$ cat src/core/rst_clk_seq_defines.vh
// Constants for the reset and clock sequencer
`ifndef RST_CLK_SEQ_DEFINES_VH
`define RST_CLK_SEQ_DEFINES_VH

// Counter width for all release delays
`define CNT_W 7
// Extended power-on stretch, in master oscillator cycles
`define EXT_POR_CYCLES 7'd64
// Clock-generation release delay, in master oscillator cycles
`define CLKGEN_DLY_CYCLES 7'd32
// Peripheral release delay, in bus clock cycles
`define PERIPH_DLY_CYCLES 7'd32
// Core release delay, in bus clock cycles
`define CORE_DLY_CYCLES 7'd32
// Counter start value
`define CNT_ZERO 7'h00

// Clock source select encoding
`define SRC_PLL 1'b1
// PLL multiplier and rate ceilings (informative)
`define PLL_MULT 24
`define HS_CLK_MAX_MHZ 96
`define X2_CLK_MAX_MHZ 64
`define BUS_CLK_MAX_MHZ 32
// PLL edge counter for the divide-by-three
`define DIV3_W 2
`define DIV3_LAST 2'h2
`define DIV3_ZERO 2'h0

// Phase encoding width
`define PHASE_W 3

// Reset and clock levels
`define RST_ON 1'b0
`define RST_OFF 1'b1
`define CLK_LOW 1'b0
`define EN_OFF 1'b0

`endif

$ cat src/core/reset_and_clock_sequencer.v
// Reset phasing and system clock derivation for the integration unit
`timescale 1ns/1ps
`include "rst_clk_seq_defines.vh"
module reset_and_clock_sequencer (
    input wire SYSTEM_CLOCK,
    input wire RSTN,
    input wire POR_N,
    input wire EXT_RST_N,
    input wire SW_RST_REQ,
    input wire WDOG_RST_N,
    input wire MASTER_OSC_IN,
    input wire PLL_CLK_IN,
    input wire CLK_SRC_SEL,
    input wire PLL_POWERED,
    input wire TIMER_FAST_SEL,
    input wire PWM_FAST_SEL,
    input wire HOLDOFF_REQ,
    input wire WAIT_MODE,
    input wire STOP_MODE,
    input wire CORE_CLK_DIS,
    input wire PERIPH_CLK_DIS,
    output wire JTAG_RST_N,
    output wire EXT_POR_N,
    output wire CLK_GEN_RST_N,
    output wire PERIPH_RST_N,
    output wire CORE_RST_N,
    output wire FAST_CLK,
    output wire X2_CLK,
    output wire BUS_CLK,
    output wire BUS_CLK_DLY,
    output wire CORE_CLK,
    output wire MEM_CLK,
    output wire PERIPH_CLK,
    output wire ADC_BUS_CLK,
    output wire TIMER_CLK,
    output wire PWM_CLK
);
    localparam [`PHASE_W-1:0] PH_HOLD = 3'h0;
    localparam [`PHASE_W-1:0] PH_CLKGEN = 3'h1;
    localparam [`PHASE_W-1:0] PH_PERIPH = 3'h2;
    localparam [`PHASE_W-1:0] PH_CORE = 3'h3;
    localparam [`PHASE_W-1:0] PH_RUN = 3'h4;

    // Saturating count toward a limit
    function [`CNT_W-1:0] sat_inc;
        input [`CNT_W-1:0] val;
        input [`CNT_W-1:0] lim;
        begin
            sat_inc = (val == lim) ? lim : val + 7'h01;
        end
    endfunction

    // Timer or PWM clock choice: triple rate only when allowed
    function pick_clk;
        input fast_sel;
        input hs_ok;
        input fast_clk;
        input bus_clk;
        begin
            pick_clk = (fast_sel & hs_ok) ? fast_clk : bus_clk;
        end
    endfunction

    wire por_s;
    wire ext_s;
    wire arst_n;
    wire por_arst_n;
    wire comb_rst_n;
    wire osc_rise;
    wire osc_fall;
    wire pll_rise;
    wire pll_edge;
    wire pll_sel;
    wire hs_ok;
    wire bus_rise;
    wire dly_fall;
    wire core_run;
    wire periph_run;

    reg osc_q;
    reg osc_prev_q;
    reg pll_q;
    reg pll_prev_q;
    reg [`CNT_W-1:0] ext_cnt_q;
    reg ext_por_n_q;
    reg [`PHASE_W-1:0] ph_q;
    reg [`PHASE_W-1:0] ph_d;
    reg [`CNT_W-1:0] cnt_q;
    reg [`CNT_W-1:0] cnt_d;
    reg clkgen_q;
    reg clkgen_d;
    reg periph_q;
    reg periph_d;
    reg core_q;
    reg core_d;
    reg fast_q;
    reg [`DIV3_W-1:0] div3_q;
    reg x2_q;
    reg x2_prev_q;
    reg bus_q;
    reg bus_dly_q;
    reg dly_prev_q;
    reg core_en_q;
    reg periph_en_q;
    reg core_clk_q;
    reg periph_clk_q;
    reg timer_clk_q;
    reg pwm_clk_q;

    reset_sync u_por_sync (
        .clk(SYSTEM_CLOCK),
        .arst_n(RSTN & POR_N),
        .rst_n_out(por_s)
    );

    reset_sync u_ext_sync (
        .clk(SYSTEM_CLOCK),
        .arst_n(RSTN & EXT_RST_N),
        .rst_n_out(ext_s)
    );

    assign arst_n = por_s & ext_s;
    assign por_arst_n = por_s;
    assign comb_rst_n = arst_n & WDOG_RST_N & ~SW_RST_REQ;

    // test access reset from power-on or RSTN only
    assign JTAG_RST_N = por_s;

    // Sample the oscillator and PLL clocks as plain levels
    always @(posedge SYSTEM_CLOCK or negedge RSTN) begin
        if (!RSTN) begin
            osc_q <= `CLK_LOW;
            osc_prev_q <= `CLK_LOW;
            pll_q <= `CLK_LOW;
            pll_prev_q <= `CLK_LOW;
        end else begin
            osc_q <= MASTER_OSC_IN;
            osc_prev_q <= osc_q;
            pll_q <= PLL_CLK_IN;
            pll_prev_q <= pll_q;
        end
    end

    // oscillator edges seen even during reset
    assign osc_rise = osc_q & ~osc_prev_q;
    assign osc_fall = ~osc_q & osc_prev_q;
    assign pll_rise = pll_q & ~pll_prev_q;
    assign pll_edge = pll_q ^ pll_prev_q;

    // power-on stretch, restarted by any new power-on
    always @(posedge SYSTEM_CLOCK or negedge por_arst_n) begin
        if (!por_arst_n) begin
            ext_cnt_q <= `CNT_ZERO;
            ext_por_n_q <= `RST_ON;
        end else begin
            if (osc_rise) begin
                ext_cnt_q <= sat_inc(ext_cnt_q, `EXT_POR_CYCLES);
            end
            if (ext_cnt_q == `EXT_POR_CYCLES) begin
                ext_por_n_q <= `RST_OFF;
            end
        end
    end

    assign EXT_POR_N = ext_por_n_q;

    // Bus clock edges used by the later release phases
    assign bus_rise = bus_q & ~bus_dly_q;
    assign dly_fall = ~bus_dly_q & dly_prev_q;

    // Release phase sequencing
    always @* begin
        ph_d = ph_q;
        cnt_d = cnt_q;
        clkgen_d = clkgen_q;
        periph_d = periph_q;
        core_d = core_q;
        if (!comb_rst_n) begin
            ph_d = PH_HOLD;
            cnt_d = `CNT_ZERO;
            clkgen_d = `RST_ON;
            periph_d = `RST_ON;
            core_d = `RST_ON;
        end else begin
            case (ph_q)
                PH_HOLD: begin
                    // wait for the power-on stretch first
                    if (ext_por_n_q) begin
                        ph_d = PH_CLKGEN;
                        cnt_d = `CNT_ZERO;
                    end
                end
                PH_CLKGEN: begin
                    if (osc_rise) begin
                        cnt_d = sat_inc(cnt_q, `CLKGEN_DLY_CYCLES);
                    end
                    if ((cnt_q == `CLKGEN_DLY_CYCLES) && osc_fall) begin
                        clkgen_d = `RST_OFF;
                        ph_d = PH_PERIPH;
                        cnt_d = `CNT_ZERO;
                    end
                end
                PH_PERIPH: begin
                    if (bus_rise) begin
                        cnt_d = sat_inc(cnt_q, `PERIPH_DLY_CYCLES);
                    end
                    if ((cnt_q == `PERIPH_DLY_CYCLES) && dly_fall) begin
                        periph_d = `RST_OFF;
                        ph_d = PH_CORE;
                        cnt_d = `CNT_ZERO;
                    end
                end
                PH_CORE: begin
                    if (bus_rise) begin
                        cnt_d = sat_inc(cnt_q, `CORE_DLY_CYCLES);
                    end
                    // core waits for delayed clock fall
                    if ((cnt_q == `CORE_DLY_CYCLES) && dly_fall) begin
                        core_d = `RST_OFF;
                        ph_d = PH_RUN;
                        cnt_d = `CNT_ZERO;
                    end
                end
                PH_RUN: begin
                    ph_d = PH_RUN;
                end
                default: begin
                    ph_d = PH_HOLD;
                    cnt_d = `CNT_ZERO;
                end
            endcase
        end
    end

    // releases happen on a rising system clock edge
    always @(posedge SYSTEM_CLOCK or negedge arst_n) begin
        if (!arst_n) begin
            ph_q <= PH_HOLD;
            cnt_q <= `CNT_ZERO;
            clkgen_q <= `RST_ON;
            periph_q <= `RST_ON;
            core_q <= `RST_ON;
        end else begin
            ph_q <= ph_d;
            cnt_q <= cnt_d;
            clkgen_q <= clkgen_d;
            periph_q <= periph_d;
            core_q <= core_d;
        end
    end

    assign CLK_GEN_RST_N = clkgen_q;
    assign PERIPH_RST_N = periph_q;
    assign CORE_RST_N = core_q;

    assign pll_sel = (CLK_SRC_SEL == `SRC_PLL);
    // triple rate needs PLL powered and selected
    assign hs_ok = pll_sel & PLL_POWERED;

    // Clock dividers, held low while clock generation is in reset
    always @(posedge SYSTEM_CLOCK or negedge arst_n) begin
        if (!arst_n) begin
            fast_q <= `CLK_LOW;
            div3_q <= `DIV3_ZERO;
            x2_q <= `CLK_LOW;
            x2_prev_q <= `CLK_LOW;
            bus_q <= `CLK_LOW;
            bus_dly_q <= `CLK_LOW;
            dly_prev_q <= `CLK_LOW;
        end else if (!clkgen_q) begin
            fast_q <= `CLK_LOW;
            div3_q <= `DIV3_ZERO;
            x2_q <= `CLK_LOW;
            x2_prev_q <= `CLK_LOW;
            bus_q <= `CLK_LOW;
            bus_dly_q <= `CLK_LOW;
            dly_prev_q <= `CLK_LOW;
        end else begin
            // PLL over two, off on oscillator source
            if (!pll_sel) begin
                fast_q <= `CLK_LOW;
            end else if (pll_rise) begin
                fast_q <= ~fast_q;
            end
            if (pll_sel) begin
                if (pll_edge) begin
                    if (div3_q == `DIV3_LAST) begin
                        div3_q <= `DIV3_ZERO;
                        x2_q <= ~x2_q;
                    end else begin
                        div3_q <= div3_q + 2'h1;
                    end
                end
            end else begin
                div3_q <= `DIV3_ZERO;
                x2_q <= osc_q;
            end
            x2_prev_q <= x2_q;
            // bus clock is double-rate over two
            if (x2_q & ~x2_prev_q) begin
                bus_q <= ~bus_q;
            end
            bus_dly_q <= bus_q;
            dly_prev_q <= bus_dly_q;
        end
    end

    // stall conditions for core and peripheral groups
    assign core_run = ~(HOLDOFF_REQ | WAIT_MODE | STOP_MODE | CORE_CLK_DIS);
    assign periph_run = ~(STOP_MODE | PERIPH_CLK_DIS);

    // Gate enables change only while the bus clock is low
    always @(posedge SYSTEM_CLOCK or negedge arst_n) begin
        if (!arst_n) begin
            core_en_q <= `EN_OFF;
            periph_en_q <= `EN_OFF;
        end else if (!bus_q) begin
            core_en_q <= core_run;
            periph_en_q <= periph_run;
        end
    end

    // gated clocks, timer and PWM may run triple rate
    always @(posedge SYSTEM_CLOCK or negedge arst_n) begin
        if (!arst_n) begin
            core_clk_q <= `CLK_LOW;
            periph_clk_q <= `CLK_LOW;
            timer_clk_q <= `CLK_LOW;
            pwm_clk_q <= `CLK_LOW;
        end else begin
            core_clk_q <= bus_q & core_en_q;
            periph_clk_q <= bus_q & periph_en_q;
            timer_clk_q <= periph_en_q & pick_clk(TIMER_FAST_SEL, hs_ok, fast_q, bus_q);
            pwm_clk_q <= periph_en_q & pick_clk(PWM_FAST_SEL, hs_ok, fast_q, bus_q);
        end
    end

    // converter gets only its bus clock here
    assign ADC_BUS_CLK = periph_clk_q;
    assign FAST_CLK = fast_q;
    assign X2_CLK = x2_q;
    assign BUS_CLK = bus_q;
    assign BUS_CLK_DLY = bus_dly_q;
    assign CORE_CLK = core_clk_q;
    // Memory shares the core clock
    assign MEM_CLK = core_clk_q;
    assign PERIPH_CLK = periph_clk_q;
    assign TIMER_CLK = timer_clk_q;
    assign PWM_CLK = pwm_clk_q;

    // no interrupt output exists on this block
endmodule

$ cat src/core/reset_sync.v
// Two-stage reset synchroniser: asserts at once, releases on a clock edge
`timescale 1ns/1ps
module reset_sync (
    input wire clk,
    input wire arst_n,
    output wire rst_n_out
);
    reg meta_q;
    reg sync_q;

    // Second flop alone reads the first
    always @(posedge clk or negedge arst_n) begin
        if (!arst_n) begin
            meta_q <= 1'b0;
            sync_q <= 1'b0;
        end else begin
            meta_q <= 1'b1;
            sync_q <= meta_q;
        end
    end

    assign rst_n_out = sync_q;
endmodule

$ cat config.mk
export PLATFORM = sky130hd
export DESIGN_NAME = reset_and_clock_sequencer
export DESIGN_NICKNAME = d
export VERILOG_FILES = /design/src/core/reset_and_clock_sequencer.v /design/src/core/reset_sync.v
export VERILOG_INCLUDE_DIRS = /design/src /design/src/core
export SDC_FILE = /design/constraint.sdc
export NUM_CORES = 1
export LEC_CHECK = 0
export BUFFER_PORTS_ARGS = -buffer_cell sky130_fd_sc_hd__buf_2
export CAP_MARGIN = 40
export CORE_MARGIN = 4
export CORE_UTILIZATION = 58
export CTS_BUF_LIST = sky130_fd_sc_hd__clkbuf_2 sky130_fd_sc_hd__clkbuf_4 sky130_fd_sc_hd__clkbuf_8
export DETAILED_ROUTE_END_ITERATION = 7
export PLACE_DENSITY = 0.83
export SLEW_MARGIN = 20
export SYNTH_ARGS = -nofsm -noshare
export SYNTH_HDL_FRONTEND = slang
export SYNTH_SLANG_ARGS = --single-unit
$ cat constraint.sdc
create_clock -name SYSTEM_CLOCK -period 1.9 [get_ports SYSTEM_CLOCK]
set_clock_uncertainty 0.1 [all_clocks]
set_input_delay 0.57 -clock SYSTEM_CLOCK [delete_from_list [all_inputs] [get_ports SYSTEM_CLOCK]]
set_output_delay 0.57 -clock SYSTEM_CLOCK [all_outputs]
set_load 0.02 [all_outputs]
==> results_dict.tcl <==
set metrics [dict create \
    status "finished, violations left" \
    violations "setup timing" \
    numClockSinks 43 \
    synthArstFlopShare 1.000 \
    antenna_found_initial 0 \
    layout_common_cells "dfrtp_1 (42), buf_2 (31), buf_4 (18)" \
    rsz0062_at_grt "true" \
    yosysWarnings 0 \
    final_common_cell "dfrtp_1" \
    postRouteAntennaNets 0 \
    grt_pass1_wl_um 6568 \
    port_buffers 31 \
    ios 32 \
    hold_viol_final 0 \
    routedWlPerCell_um 14.59 \
    grt_usage 0.1968 \
    fp-row-count 20 \
    synth_mux_area_frac 0.01517 \
    die_w_um 66.42 \
    ys_types 46 \
    cts_buffers 5 \
    ys_ff_latch 43 \
    reg2reg_slack_ns -0.1 \
    startpoint_type "register" \
    drcViolationCount 0 \
    gp_congestion 0.8498 \
    r2r-start "cnt_q[2]" \
    vias 1554 \
    grt_max_degree 28 \
    fin_nets 257 \
    routed_wl_um 4086 \
    drt_iter0_markers 132 \
    post-place-ws_ns -0.05077 \
    synth_compound_area_frac 0.1321 \
    cts-root-buf "clkbuf_4" \
    dieHeight_um 66.42 \
    viasPerCell 5.550 \
    synth-simple-area-share 0.2092 \
    r2r-end "cnt_q[5]" \
    synth_top_family_by_area "simple AND/OR/NAND/NOR gates" \
    grt_pass1_vias 1512 \
    path_clk_slew_ns 0.13 \
    avgSynthCellArea_um2 10.94 \
    cts_tree "done" \
    insertedDiodeCount 0 \
    grt-ovfl-total 0 \
    maxCapViolations 0 \
    seq_area_frac_synth 0.5436 \
    cts.path.max_buffers 2 \
    p_leak_nw 1.188 \
    ctsHtreeMaxLevel 2 \
    synthFlopType "dfrtp_1" \
    crit_slowest_cell "or4b_4" \
    start_util 0.6278 \
    required_ns 2.03 \
    slowest_delay_ns 0.61 \
    hp-class "reg2async" \
    cts_setup_buffers 0 \
    worstPathArrival_ns 2.13 \
    min_period_over_period 1.050 \
    area_delta_synth_final_pct 24.91 \
    reg2reg_depth 5 \
    synth_xor_area_frac 0.03097 \
    setup_tns_ns -0.3856 \
    crit_type "reg2reg" \
    netlist_instances 181 \
    p_per_area_mw_per_mm2 772.5 \
    maxSlewViolCount 0 \
    final_core_util 0.7841 \
    post-route-min-period_ns 1.996 \
    synth-adder-area-share 0.03161 \
    hpwlAfterDp_um 2959 \
    crit_end "cnt_q[5]" \
    cp_max_fo 8 \
    path_cells "or4b_4, nor3b_4, o221a_4, o2bb2ai_1, a32o_1" \
    clock_latency_ns 0.34 \
    cp.depth 5 \
    die-area_mm2 0.004412 \
    firstDrtPassIters 4 \
    crit_path_end_kind "register" \
    setup_slack_ns -0.09567 \
    syn_area_mm2 0.001979 \
    crit_start "cnt_q[2]" \
    peakVddDrop_v 0.0006718 \
    core_mm2 0.003153 \
    synth_edf_count 0 \
    max_clock_freq_mhz 501.1 \
    timing.final.setup_violations 7 \
    path_delay_family "simple AND/OR/NAND/NOR gates" \
    crit_buf_inv 0 \
    layout-drive-gt1-share 0.3178 \
]
-- cells in the mapped netlist (4+ instances only) --
| library cell | n | area share |
|---|---|---|
| dfrtp_1 | 43 | 0.54 |
| nor2_1 | 16 | 0.030 |
| and2_1 | 9 | 0.028 |
| inv_1 | 9 | 0.017 |
| nand2_1 | 9 | 0.017 |
| nor2b_1 | 6 | 0.019 |
| xnor2_1 | 6 | 0.027 |
| ha_1 | 5 | 0.032 |
| nand2b_1 | 5 | 0.016 |
| o21ai_0 | 5 | 0.013 |
| a21oi_1 | 4 | 0.010 |
| nand3_1 | 4 | 0.010 |
| nand4_1 | 4 | 0.013 |
| nor3_1 | 4 | 0.010 |
| o2bb2ai_1 | 4 | 0.018 |
| or2_2 | 4 | 0.013 |
-- power breakdown --
| part | switching [mW] | total [mW] | internal, mW |
|---|---|---|---|
| clock network | 0.293 | 0.718 | 0.425 |
| registers | 0.0619 | 1.03 | 0.971 |
| logic | 0.0790 | 0.160 | 0.0807 |
| total | 0.433 | 1.91 | 1.48 |
-- logic make-up (layout without fill, tap and decap cells) --
logic type / Yosys count / count (layout)
adder cells (fa/ha/maj): 5 / 5
AO/OA/AOI/OAI: 34 / 34
AND/OR/NAND/NOR: 72 / 72
other: 1 / 2
buffers and inverters: 16 / 70
multiplexers: 3 / 3
XOR/XNOR: 7 / 7
flip-flops: 43 / 43
-- through the flow --
| step | instance area (µm²) | hold slack (ns) | std cells | total power [mW] |
|---|---|---|---|---|
| after floorplan | 2001 | 0.02721 | 182 | 1.138 |
| after CTS | 2445 | 0.07569 | 280 | 1.920 |
| after global placement | 2310 | 0.07649 | 269 | 1.185 |
| after detailed placement | 2310 | 0.07670 | 269 | 1.204 |
| after global routing | 2472 | 0.09480 | 280 | 2.004 |
| final | 2472 | 0.07320 | 280 | 1.910 |
-- flip-flops by register name (all words and copies together) (netlist names), 2 cells and up --
signal / cells
cnt_q: 7
div3_q: 2
ext_cnt_q: 7
ph_q: 3
-- layout make-up --
class | instances | area, µm²
multi-input combinational | 123 | 869.6
inverter | 9 | 33.78
timing repair buffer | 53 | 331.6
fill | 221 | 680.7
sequential | 43 | 1077
tap | 44 | 55.05
clock buffer | 6 | 45.04
clock inverter | 2 | 60.06
-- layer usage --
| layer | up-vias | GRT usage | wire length [µm] |
|---|---|---|---|
| met4 | 0 | 0.04569 | 46 |
| met5 | - | 0 | 0 |
| met3 | 6 | 0.05952 | 228 |
| met1 | 748 | 0.2359 | 1632 |
| li1 | 739 | - | - |
| met2 | 61 | 0.3445 | 2178 |
-- worst min path at each step --
stage                                    start            to  slack [ns]  cells past startpoint
after floorplan           u_por_sync.rst_n_out     EXT_POR_N        0.03                      0
after global placement    u_por_sync.rst_n_out  ext_cnt_q[3]        0.08                      1
after detailed placement  u_por_sync.rst_n_out  ext_cnt_q[6]        0.08                      1
after CTS                 u_por_sync.rst_n_out  ext_cnt_q[0]        0.08                      1
after global routing      u_por_sync.rst_n_out  ext_cnt_q[0]        0.09                      1
final                     u_por_sync.rst_n_out  ext_cnt_q[6]        0.07                      1
-- timing repair --
| action | 4_1_cts | 5_1_grt |
|---|---|---|
| setup endpoints to repair | 7 | 9 |
| resized for setup | 1 | 6 |
| hold buffers | 3 | 0 |
| pin swaps | 0 | 0 |
| hold endpoints to repair | 7 | 0 |
(Power assumes the default switching activity.)
